File: src/hdl/miwc_regs.svh
// register offsets, field positions, reset values and timing counts
`ifndef MIWC_REGS_SVH
`define MIWC_REGS_SVH
`define MIWC_OFF_FLAGS_EXT 8'h91
`define MIWC_OFF_WAKE_MASK 8'h9F
`define MIWC_OFF_EN_MAIN 8'hA8
`define MIWC_OFF_PRIO_MAIN 8'hB8
`define MIWC_OFF_UNLOCK_B 8'hC9
`define MIWC_OFF_EN_EXT 8'hE8
`define MIWC_OFF_PRIO_EXT 8'hF8
`define MIWC_OFF_GPIO_ROUTE 8'hD0
`define MIWC_OFF_GPIO_RISE 8'hD1
`define MIWC_OFF_GPIO_FALL 8'hD2
`define MIWC_OFF_GPIO_PEND 8'hD3
`define MIWC_OFF_VECTOR 8'hD4
`define MIWC_OFF_STATUS 8'hD5
`define MIWC_BIT_GLOBAL_EN 7
`define MIWC_BIT_I2C_FLAG 0
`define MIWC_EXT_LINE_MASK 8'hEE
`define MIWC_RST_ZERO 8'h00
`define MIWC_RST_WAKE_MASK 8'hFF
`define MIWC_UNLOCK_KEY1 8'hAA
`define MIWC_UNLOCK_KEY2 8'h55
`define MIWC_UNLOCK_CLOSE 8'h00
`define MIWC_WINDOW_CYCLES 9'd256
`define MIWC_VEC_BASE 16'h0003
`define MIWC_VEC_STEP 16'h0008
`endif

File: src/hdl/miwc_pkg.sv
// types for the interrupt and wake controller
package miwc_pkg;
	typedef enum logic [2:0]
	{
		MIWC_UL_IDLE = 3'b001,
		MIWC_UL_KEY1 = 3'b010,
		MIWC_UL_OPEN = 3'b100
	} miwc_unlock_t;
	typedef logic [14:0] miwc_src_vec_t;
endpackage : miwc_pkg

File: src/hdl/miwc_top.sv
// interrupt enable, priority, flag collection and stop-mode wake control
// Summary of operation
// - global enable bit gates every forwarded request
// - main enable register holds seven source enables
// - extended enable register holds eight source enables
// - each source priority bit, one means high
// - main priority register mirrors main enable layout
// - extended priority register mirrors extended enable layout
// - extended flag register shows live line flags
// - writes to line flag bits are ignored
// - i2c flag set by hardware, software clears
// - shared lines, software finds real source
// - wake mask resets ones, gates wake sources
// - wake mask writes only inside timed window
// - unmasked wake restarts oscillator and clock
// - wake fires on source edge only in stop mode
// - wake path ignores interrupt enables
// - wake detection is clocked, needs core_clk_in running
// - each gpio pin routed to group zero/one
// - per pin rising, falling or both edges
// - pin edge detection also drives group wake
// - requests sampled on rising system clock edge
// - high level before low, then natural order
// - winner selects vector 0x0003 step eight
// - unlock opens 256 cycle write window
//
// Chosen here: the Avalon-MM slave port.
`timescale 1ns/1ps
`default_nettype none
`include "miwc_regs.svh"
module miwc_top
	import miwc_pkg::*;
(
	input wire logic core_clk_in,
	input wire logic rstn_in,
	input wire logic [7:0] avs_address_in,
	input wire logic avs_read_in,
	input wire logic avs_write_in,
	input wire logic [7:0] avs_writedata_in,
	output logic [7:0] avs_readdata_out,
	output logic avs_waitrequest_out,
	input wire logic timer0_flag_in,
	input wire logic timer1_flag_in,
	input wire logic timer2_flag_in,
	input wire logic uart1_flag_in,
	input wire logic uart2_flag_in,
	input wire logic watchdog_flag_in,
	input wire logic i2c_master_set_in,
	input wire logic [6:0] ext_line_flag_in,
	input wire logic [7:0] gpio_pin_in,
	input wire logic stop_mode_in,
	input wire logic clock_running_in,
	output logic irq_req_out,
	output logic irq_high_out,
	output logic [15:0] irq_vector_out,
	output logic wake_req_out,
	output logic osc_restart_out
);
	// source order in natural priority, index 0 served first
	// 0 gpio0 1 t0 2 gpio1 3 t1 4 uart1 5 t2 6 uart2 7 i2c
	// 8 line2 9 line3 10 line4 11 wdog 12 line6 13 line7 14 line8
	logic [7:0] en_main_r;
	logic [7:0] en_ext_r;
	logic [7:0] prio_main_r;
	logic [7:0] prio_ext_r;
	logic [7:0] wake_mask_r;
	logic i2c_flag_r;
	logic [7:0] gpio_route_r;
	logic [7:0] gpio_rise_r;
	logic [7:0] gpio_fall_r;
	logic [7:0] gpio_prev_r;
	logic [1:0] gpio_pend_r;
	logic [14:0] req_samp_r;
	logic [7:0] wake_prev_r;
	logic wake_r;
	logic [8:0] win_cnt_r;
	miwc_unlock_t ul_state_r;
	logic [7:0] rdata_r;
	logic wait_r;
	logic irq_r;
	logic irq_high_r;
	logic [15:0] vec_r;

	// one wait cycle per access keeps read data registered
	wire acc = (avs_read_in | avs_write_in) & wait_r;
	// a write lands only at the edge that shows waitrequest low, so it is never early
	wire wr = avs_write_in & ~wait_r;
	wire rd = avs_read_in & wait_r;
	wire [7:0] wd = avs_writedata_in;

	function automatic logic hit(input logic [7:0] a, input logic [7:0] off);
		hit = (a == off);
	endfunction : hit

	wire win_open = (ul_state_r == MIWC_UL_OPEN);
	wire wr_unlock = wr & hit(avs_address_in, `MIWC_OFF_UNLOCK_B);

	// per pin edge detect, routed to a group
	logic [7:0] pin_hit;
	genvar gi;
	generate
		for (gi = 0; gi < 8; gi++)
		begin : g_pin
			assign pin_hit[gi] = (gpio_rise_r[gi] & gpio_pin_in[gi] & ~gpio_prev_r[gi]) |
				(gpio_fall_r[gi] & ~gpio_pin_in[gi] & gpio_prev_r[gi]);
		end
	endgenerate
	wire grp1_hit = |(pin_hit & gpio_route_r);
	wire grp0_hit = |(pin_hit & ~gpio_route_r);

	// raw flags in source order
	wire [14:0] raw_flag = {ext_line_flag_in[6:4], watchdog_flag_in, ext_line_flag_in[2:0],
		i2c_flag_r, uart2_flag_in, timer2_flag_in, uart1_flag_in, timer1_flag_in,
		gpio_pend_r[1], timer0_flag_in, gpio_pend_r[0]};
	// timer, uart, watchdog and line flags come from peripherals; clearing there is the peripheral's job
	wire [14:0] src_en = {en_ext_r[7:5], en_ext_r[4], en_ext_r[3:1], en_ext_r[0],
		en_main_r[6:0]};
	wire [14:0] src_prio = {prio_ext_r[7:5], prio_ext_r[4], prio_ext_r[3:1], prio_ext_r[0],
		prio_main_r[6:0]};
	wire [14:0] gated = raw_flag & src_en & {15{en_main_r[`MIWC_BIT_GLOBAL_EN]}};

	// fixed order search, lowest index wins
	function automatic logic [3:0] first_set(input logic [14:0] v);
		first_set = 4'hF;
		for (int i = 14; i >= 0; i--)
		begin
			if (v[i])
			begin
				first_set = 4'(i);
			end
		end
	endfunction : first_set

	wire [14:0] hi_req = req_samp_r & src_prio;
	wire use_hi = |hi_req;
	wire [3:0] win_idx = use_hi ? first_set(hi_req) : first_set(req_samp_r);
	wire [15:0] win_vec = `MIWC_VEC_BASE + 16'({win_idx, 3'b000});

	// wake edges independent of interrupt enables
	wire [7:0] wake_src = {ext_line_flag_in[6:4], ext_line_flag_in[2:0], grp1_hit, grp0_hit};
	// flag lines are edge detected; pin groups already are edges
	wire [7:0] wake_edge = {wake_src[7:2] & ~wake_prev_r[7:2], wake_src[1:0]};
	wire wake_any = |(wake_edge & wake_mask_r);

	// read mux
	wire [7:0] flags_rd = {ext_line_flag_in[6:4], 1'b0, ext_line_flag_in[2:0], i2c_flag_r};
	wire [7:0] status_rd = {4'h0, wake_r, win_open, irq_high_r, irq_r};
	logic [7:0] rd_mux;
	always_comb
	begin
		rd_mux = 8'h00;
		case (avs_address_in)
			`MIWC_OFF_FLAGS_EXT: rd_mux = flags_rd;
			`MIWC_OFF_WAKE_MASK: rd_mux = wake_mask_r;
			`MIWC_OFF_EN_MAIN: rd_mux = en_main_r;
			`MIWC_OFF_PRIO_MAIN: rd_mux = {1'b0, prio_main_r[6:0]};
			`MIWC_OFF_UNLOCK_B: rd_mux = {7'h00, win_open};
			`MIWC_OFF_EN_EXT: rd_mux = en_ext_r;
			`MIWC_OFF_PRIO_EXT: rd_mux = prio_ext_r;
			`MIWC_OFF_GPIO_ROUTE: rd_mux = gpio_route_r;
			`MIWC_OFF_GPIO_RISE: rd_mux = gpio_rise_r;
			`MIWC_OFF_GPIO_FALL: rd_mux = gpio_fall_r;
			`MIWC_OFF_GPIO_PEND: rd_mux = {6'h00, gpio_pend_r};
			`MIWC_OFF_VECTOR: rd_mux = vec_r[7:0];
			`MIWC_OFF_STATUS: rd_mux = status_rd;
			default: rd_mux = 8'h00;
		endcase
	end

	// bus handshake: waitrequest drops for one cycle per access
	always_ff @(posedge core_clk_in or negedge rstn_in)
	begin
		if (!rstn_in)
		begin
			wait_r <= 1'b1;
			rdata_r <= `MIWC_RST_ZERO;
		end
		else
		begin
			wait_r <= ~acc;
			rdata_r <= rd ? rd_mux : rdata_r;
		end
	end

	// plain control registers
	always_ff @(posedge core_clk_in or negedge rstn_in)
	begin
		if (!rstn_in)
		begin
			en_main_r <= `MIWC_RST_ZERO;
			en_ext_r <= `MIWC_RST_ZERO;
			prio_main_r <= `MIWC_RST_ZERO;
			prio_ext_r <= `MIWC_RST_ZERO;
			gpio_route_r <= `MIWC_RST_ZERO;
			gpio_rise_r <= `MIWC_RST_ZERO;
			gpio_fall_r <= `MIWC_RST_ZERO;
		end
		else if (wr)
		begin
			if (hit(avs_address_in, `MIWC_OFF_EN_MAIN)) en_main_r <= wd;
			if (hit(avs_address_in, `MIWC_OFF_EN_EXT)) en_ext_r <= wd;
			if (hit(avs_address_in, `MIWC_OFF_PRIO_MAIN)) prio_main_r <= {1'b0, wd[6:0]};
			if (hit(avs_address_in, `MIWC_OFF_PRIO_EXT)) prio_ext_r <= wd;
			if (hit(avs_address_in, `MIWC_OFF_GPIO_ROUTE)) gpio_route_r <= wd;
			if (hit(avs_address_in, `MIWC_OFF_GPIO_RISE)) gpio_rise_r <= wd;
			if (hit(avs_address_in, `MIWC_OFF_GPIO_FALL)) gpio_fall_r <= wd;
		end
	end

	// wake mask: only inside the timed window
	always_ff @(posedge core_clk_in or negedge rstn_in)
	begin
		if (!rstn_in)
			wake_mask_r <= `MIWC_RST_WAKE_MASK;
		else if (wr && hit(avs_address_in, `MIWC_OFF_WAKE_MASK) && win_open)
			wake_mask_r <= wd;
	end

	// i2c flag: set wins over a clearing write; line bits are not stored
	wire i2c_clr = wr & hit(avs_address_in, `MIWC_OFF_FLAGS_EXT) & ~wd[`MIWC_BIT_I2C_FLAG];
	always_ff @(posedge core_clk_in or negedge rstn_in)
	begin
		if (!rstn_in)
			i2c_flag_r <= 1'b0;
		else if (i2c_master_set_in)
			i2c_flag_r <= 1'b1;
		else if (i2c_clr)
			i2c_flag_r <= 1'b0;
	end

	// gpio group pending flags, written zero clears, edge wins
	wire pend_wr = wr & hit(avs_address_in, `MIWC_OFF_GPIO_PEND);
	always_ff @(posedge core_clk_in or negedge rstn_in)
	begin
		if (!rstn_in)
		begin
			gpio_prev_r <= `MIWC_RST_ZERO;
			gpio_pend_r <= 2'b00;
		end
		else
		begin
			gpio_prev_r <= gpio_pin_in;
			gpio_pend_r[0] <= grp0_hit | (gpio_pend_r[0] & ~(pend_wr & ~wd[0]));
			gpio_pend_r[1] <= grp1_hit | (gpio_pend_r[1] & ~(pend_wr & ~wd[1]));
		end
	end

	// timed unlock sequence; a wrong second key aborts, a 0x00 write or the count running out closes the open window
	logic [8:0] win_cnt_nxt;
	miwc_unlock_t ul_state_nxt;
	always_comb
	begin
		ul_state_nxt = ul_state_r;
		win_cnt_nxt = win_cnt_r;
		case (ul_state_r)
			MIWC_UL_IDLE:
			begin
				if (wr_unlock && wd == `MIWC_UNLOCK_KEY1) ul_state_nxt = MIWC_UL_KEY1;
			end
			MIWC_UL_KEY1:
			begin
				if (wr_unlock && wd == `MIWC_UNLOCK_KEY2)
				begin
					ul_state_nxt = MIWC_UL_OPEN;
					win_cnt_nxt = `MIWC_WINDOW_CYCLES;
				end
				else if (wr_unlock)
					ul_state_nxt = MIWC_UL_IDLE;
			end
			MIWC_UL_OPEN:
			begin
				win_cnt_nxt = win_cnt_r - 9'd1;
				if ((wr_unlock && wd == `MIWC_UNLOCK_CLOSE) || win_cnt_r == 9'd1)
					ul_state_nxt = MIWC_UL_IDLE;
				else if (wr_unlock && wd == `MIWC_UNLOCK_KEY1)
					ul_state_nxt = MIWC_UL_OPEN;
			end
			default: ul_state_nxt = MIWC_UL_IDLE;
		endcase
	end
	always_ff @(posedge core_clk_in or negedge rstn_in)
	begin
		if (!rstn_in)
		begin
			ul_state_r <= MIWC_UL_IDLE;
			win_cnt_r <= 9'd0;
		end
		else
		begin
			ul_state_r <= ul_state_nxt;
			win_cnt_r <= win_cnt_nxt;
		end
	end

	// request sampling and resolved outputs, one flop stage each
	always_ff @(posedge core_clk_in or negedge rstn_in)
	begin
		if (!rstn_in)
		begin
			req_samp_r <= 15'h0000;
			irq_r <= 1'b0;
			irq_high_r <= 1'b0;
			vec_r <= 16'h0000;
		end
		else
		begin
			req_samp_r <= gated;
			irq_r <= |req_samp_r;
			irq_high_r <= use_hi;
			vec_r <= (|req_samp_r) ? win_vec : 16'h0000;
		end
	end

	// wake latch; hold until clock confirmed running outside stop
	// limitation: the edge latch here is clocked; in silicon the same gate
	// drives an async set so it works with the clock stopped
	always_ff @(posedge core_clk_in or negedge rstn_in)
	begin
		if (!rstn_in)
		begin
			wake_prev_r <= `MIWC_RST_ZERO;
			wake_r <= 1'b0;
		end
		else
		begin
			wake_prev_r <= wake_src;
			if (wake_any && stop_mode_in)
				wake_r <= 1'b1;
			else if (clock_running_in && !stop_mode_in)
				wake_r <= 1'b0;
		end
	end

	assign avs_readdata_out = rdata_r;
	assign avs_waitrequest_out = wait_r;
	assign irq_req_out = irq_r;
	assign irq_high_out = irq_high_r;
	assign irq_vector_out = vec_r;
	assign wake_req_out = wake_r;
	assign osc_restart_out = wake_r;
endmodule : miwc_top
`default_nettype wire
File: config.mk
export PLATFORM = sky130hd
export DESIGN_NAME = miwc_top
export DESIGN_NICKNAME = d
export VERILOG_FILES = /design/src/hdl/miwc_pkg.sv /design/src/hdl/miwc_top.sv
export VERILOG_INCLUDE_DIRS = /design/src /design/src/hdl
export SDC_FILE = /design/constraint.sdc
export NUM_CORES = 1
export LEC_CHECK = 0
export ABC_CLOCK_PERIOD_IN_PS = 3100
export BUFFER_PORTS_ARGS = -buffer_cell sky130_fd_sc_hd__buf_2
export CAP_MARGIN = 25
export CORE_MARGIN = 2
export CORE_UTILIZATION = 55
export DETAILED_ROUTE_END_ITERATION = 7
export HOLD_SLACK_MARGIN = 0.05
export PLACE_DENSITY = 0.76
export SETUP_SLACK_MARGIN = 0.5
export SLEW_MARGIN = 20
export SYNTH_ARGS = -nofsm -noshare
export SYNTH_HDL_FRONTEND = slang
export SYNTH_SLANG_ARGS = --single-unit
File: constraint.sdc
create_clock -name core_clk_in -period 3.1 [get_ports core_clk_in]
set_input_delay 0.155 -clock core_clk_in [delete_from_list [all_inputs] [get_ports core_clk_in]]
set_output_delay 0.155 -clock core_clk_in [all_outputs]
set_load 0.01 [all_outputs]
# Yosys cells after proc, flatten, opt, wreduce, memory -nomap -nowiden
# Cells that the tools add are included.
# W data, S select, Z words.
# totals
output_inout_bits,29
input_bits,44
ff_bits,129
# op_classes
bitwise,85
addsub,2
eq_ne,23
muxes,45
n_reduce_logical,27
# op_table
cell,n
$eq A8 B8 Y1 const B,14
$pmux W8 S13,1
$mux W4,24
$and A15 B15 Y15,3
$and A1 B1 Y1,43
$reduce_or A15 Y1,2
$and A8 B8 Y8,3
$mux W3,8
$reduce_or A8 Y1,3
$not A1 Y1,22
$pmux W9 S2,1
$reduce_and A2 Y1,8
$or A1 B1 Y1,11
$eq A9 B1 Y1 const B,1
$mux W9,1
$pmux W3 S3,1
$sub A9 B1 Y9 const B,1
$add A2 B7 Y8 const A,1
$eq A8 B7 Y1 const B,1
$logic_not A8 Y1,1
$mux W8,1
$not A8 Y8,1
$logic_and A1 B1 Y1,7
$and A6 B6 Y6,1
other kinds (13),22

# Longest topological paths before layout
# depth
ltp_word,19
depth_mapped,8
depth_no_buf,6

# Worst setup path before layout
# OpenSTA, ideal clock, no wires.
# synth_path
kind,input -> register
startpoint,input avs_writedata_in[5]
endpoint,register win_cnt_r[1]
setup_ns,0.120
t_required_ns,2.980
path_buffers,2
arrival_time_ns,1.643
setup_slack_ns,1.337
stages,6
cell_sequence,clkbuf_2 > or4_4 > or2_0 > or3_1 > buf_2 > a31o_1
# synth_between
elab_chain_len,4
# synth_lines
item,line_no,source
"start, declared",miwc_top.sv:39,"input wire logic [7:0] avs_writedata_in,"
$eq A8 B7 Y1 (no source line),-,
$logic_and A1 B1 Y1 (no source line),-,
$ne A2 B2 Y1 (no source line),-,
$reduce_and A2 Y1 (no source line),-,
"end signal, assigned",miwc_top.sv:291,win_cnt_r <= win_cnt_nxt;
"end, declared",miwc_top.sv:76,logic [8:0] win_cnt_r;
# Every way passes these cells.
# A chain may end at the register's enable or synchronous reset.

# Worst setup path in the final report
# layout_path
startpoint,register ul_state_r[1]
endpoint,register wake_mask_r[3]
# layout_between
elab_chain_len,2
# layout_lines
item,line_no,source
"start, declared",miwc_top.sv:77,miwc_unlock_t ul_state_r;
"start signal, assigned",miwc_top.sv:290,ul_state_r <= ul_state_nxt;
$eq A3 B3 Y1,miwc_top.sv:95,wire win_open = (ul_state_r == MIWC_UL_OPEN);
$logic_and A1 B1 Y1,miwc_top.sv:215,"else if (wr && hit(avs_address_in, `MIWC_OFF_WAKE_MASK) && win_open)"
"end signal, assigned",miwc_top.sv:214,wake_mask_r <= `MIWC_RST_WAKE_MASK;
"end signal, assigned",miwc_top.sv:216,wake_mask_r <= wd;
"end, declared",miwc_top.sv:66,logic [7:0] wake_mask_r;
# Every way passes these cells.

==> results.yml <==
yosys:
  synth-compound-area-share: 0.1179
  yosys_register_bits: 123
  yosys.area_share.simple: 0.1767
  syn_area_per_cell_um2: 11.30
  netlist_area_mm2: 0.006217
  yosys.area_share.adder: 0.004025
  async_flop_share: 1.000
  synth.distinct_cells: 75
  synth-edff-count: 0
  synth_top_family_by_area: "simple AND/OR/NAND/NOR gates"
  synthesis.instances: 550
  synth.mux.area_fraction: 0.1574
  post_synth_xor_area_fraction: 0.005635
  ys_warn_count: 0
  synth_ff_type: "sky130_fd_sc_hd__dfrtp_1"
  synth_seq_area_share: 0.4971
clock_tree:
  clock_tree.htree_level_count: 4
  clk_sinks: 123
  clkSlewWorstSetupHoldPaths_ps: 60
  cts_repair_resize_count: 0
  clk-insertion-delay-late_ps: 430
  clk_path_buf_depth: 2
  cts-root-buf: "sky130_fd_sc_hd__clkbuf_16"
  numCtsBuffers: 17
  cts_tree: "done"
  cts_hold_buffers: 24
  post_cts_buffers: 0
drt:
  drt_pass1_iterations: 5
  routedWlPerCell_um: 22.03
  viasPerCell: 6.478
  routed_wirelength_um: 17360
  vias: 5105
  route.antenna.remaining_nets: 0
  initialDrtViolationCount: 675
  drc_viols: 0
critical_path:
  required_ps: 3450
  path_max_fanout: 8
  critical_path_arrival_ps: 2380
  setup.worst_path.class: "reg -> reg"
  worst_setup_path_end_kind: "flop"
  critical_path.startpoint_type: "flop"
sta:
  worstMarginPinSlew_ps: 802.8
  slew_headroom: 0.4619
  final.setup_skew_ps: 4.469
  timing.final.crit_share: 0.6563
  timing_max_transition_violations_final: 0
  achievable-frequency_mhz: 491.5
  timing.final.ws_setup_ps: 1066
  hold_viol: 0
  rsz0062_at_grt: "false"
  fin_tns_setup_ps: 0
  timing.final.setup_violations: 0
  period_minus_slack_ps: 2034
placement:
  numPortBuffers: 61
  preCtsSetupSlack_ps: 939.6
  dpl.cell_count: 732
  dp.final_hpwl_um: 12430
  place_area_mm2: 0.006594
  routabilityCongestion: 0.9330
floorplan:
  top_level_ports: 73
  die_width_um: 110.3
  placement_rows: 38
  fp.dieH_um: 110.3
  core-area_mm2: 0.01094
  dieArea_mm2: 0.01217
  start_util: 0.5685
layout:
  antennaDiodeCount: 0
  drive_above_1_share: 0.2932
  utilization: 0.6791
  most_frequent_standard_cell_in_the_layout_excluding_fill_and_tap_cells: "sky130_fd_sc_hd__dfrtp_1"
  layout.cell_area.non_filler_mm2: 0.007426
  finalNonFillerCells: 788
  mostFrequentLayoutCells: "113 x sky130_fd_sc_hd__dfrtp_1, 64 x sky130_fd_sc_hd__mux2_2, 60 x sky130_fd_sc_hd__buf_2, 43 x sky130_fd_sc_hd__nand2_1"
  nNetsFinal: 681
  layout.filler_cells: 795
  syn2layout_area_growth_pct: 19.44
power_and_ir_drop:
  power.density_cell_area_mw_per_mm2: 555.5
  maximum_vdd_drop_v: 0.0005788
  static-leakage-power_nw: 3.429
global_routing:
  gr-total-overflow: 0
  track_usage: 0.3085
  grt_pass1_wl_um: 27080
  first_global_vias: 4875
  grt_max_degree: 61
  initial_antenna_violation_count: 0
outcome:
  run_status: "finished, final reports clean"
hold_path:
  min-delay-path-class: "in -> reg"
run:
  drv_cap: 0
## state kept, by name (all words and copies together) (netlist names), 8 cells and up
name              cells
wake_mask_r           8
gpio_prev_r           8
gpio_rise_r           8
gpio_fall_r           8
avs_readdata_out      8
en_main_r             8
req_samp_r           15
win_cnt_r             9
en_ext_r              8
prio_ext_r            8
gpio_route_r          8
## path summary, 6_finish.rpt
| kind | startpoint | to | slack (ps) | cells after the start |
|---|---|---|---|---|
| max | ul_state_r[1] | wake_mask_r[3] | 1070 | 3 |
| min | avs_writedata_in[2] | gpio_route_r[2] | 90 | 3 |
| max reg2reg | ul_state_r[1] | wake_mask_r[3] | 1070 | 3 |
| min reg2reg | avs_readdata_out[1] | avs_readdata_out[1] | 480 | 2 |
| max in group asynchronous | rstn_in | ul_state_r[0] | 1880 | 3 |
| min in group asynchronous | rstn_in | en_ext_r[4] | 330 | 2 |
## stage by stage
stage	total power, mW	hold slack (ps)
after global routing	4.283	110.1
after detailed placement	2.146	267.6
after global placement	2.118	259.8
after floorplan	1.994	-140.6
after CTS	4.139	79.99
final	4.125	93.29
## synthesized netlist by cell type, drive strengths merged, types with 7 or more instances
cell | instances | share of area
dfrtp | 113 | 0.45
mux2 | 64 | 0.12
nand2 | 43 | 0.026
buf | 26 | 0.027
nor2 | 24 | 0.014
and3 | 18 | 0.018
nand3b | 18 | 0.022
o21ai | 15 | 0.012
nor3 | 14 | 0.013
a21oi | 13 | 0.011
inv | 12 | 0.0072
a22oi | 11 | 0.013
clkbuf | 11 | 0.0068
nand4 | 11 | 0.011
dfstp | 10 | 0.042
mux2i | 10 | 0.016
nand3 | 10 | 0.0081
nand4b | 10 | 0.014
a211oi | 9 | 0.011
mux4 | 7 | 0.025
nor2b | 7 | 0.0070
## cell type report
cell class | instances | area, um^2 | area share
Sequential cell | 123 | 3090 | 0.4162
Multi-Input combinational cell | 387 | 2908 | 0.3916
Timing Repair Buffer | 94 | 615.6 | 0.08290
Clock buffer | 17 | 425.4 | 0.05729
Tap cell | 140 | 175.2 | 0.02359
Clock inverter | 15 | 166.4 | 0.02241
Inverter | 12 | 45.04 | 0.006066
## worst max-delay path: stages (launching register included)
cell and delay (ps):
sky130_fd_sc_hd__dfrtp_1 420, sky130_fd_sc_hd__nor3b_1 670, sky130_fd_sc_hd__nand3_1 470, sky130_fd_sc_hd__mux2_2 410
## metal layers
layer	vias up	GRT usage	routed length, um
met4	0	0.1241	457
li1	2235	-	-
met2	271	0.4649	8137
met1	2560	0.4314	7208
met3	39	0.07407	1556
met5	-	0	0
## power breakdown
group          internal [mW]  switching (mW)
Combinational          0.151           0.195
Clock                   1.20           0.780
Sequential              1.70           0.103
## kinds of logic (layout without fill, tap and decap cells)
family / Yosys count / count (layout)
and+or+nand+nor: 189 / 189
DFF: 123 / 123
AOI/OAI and AO/OA: 101 / 101
muxes: 81 / 81
buffers and inverters: 49 / 138
xor gates and xnor gates: 4 / 4
adders and majority gates: 2 / 2
other: 1 / 10
Note: power is estimated with default switching activity, not from simulation.
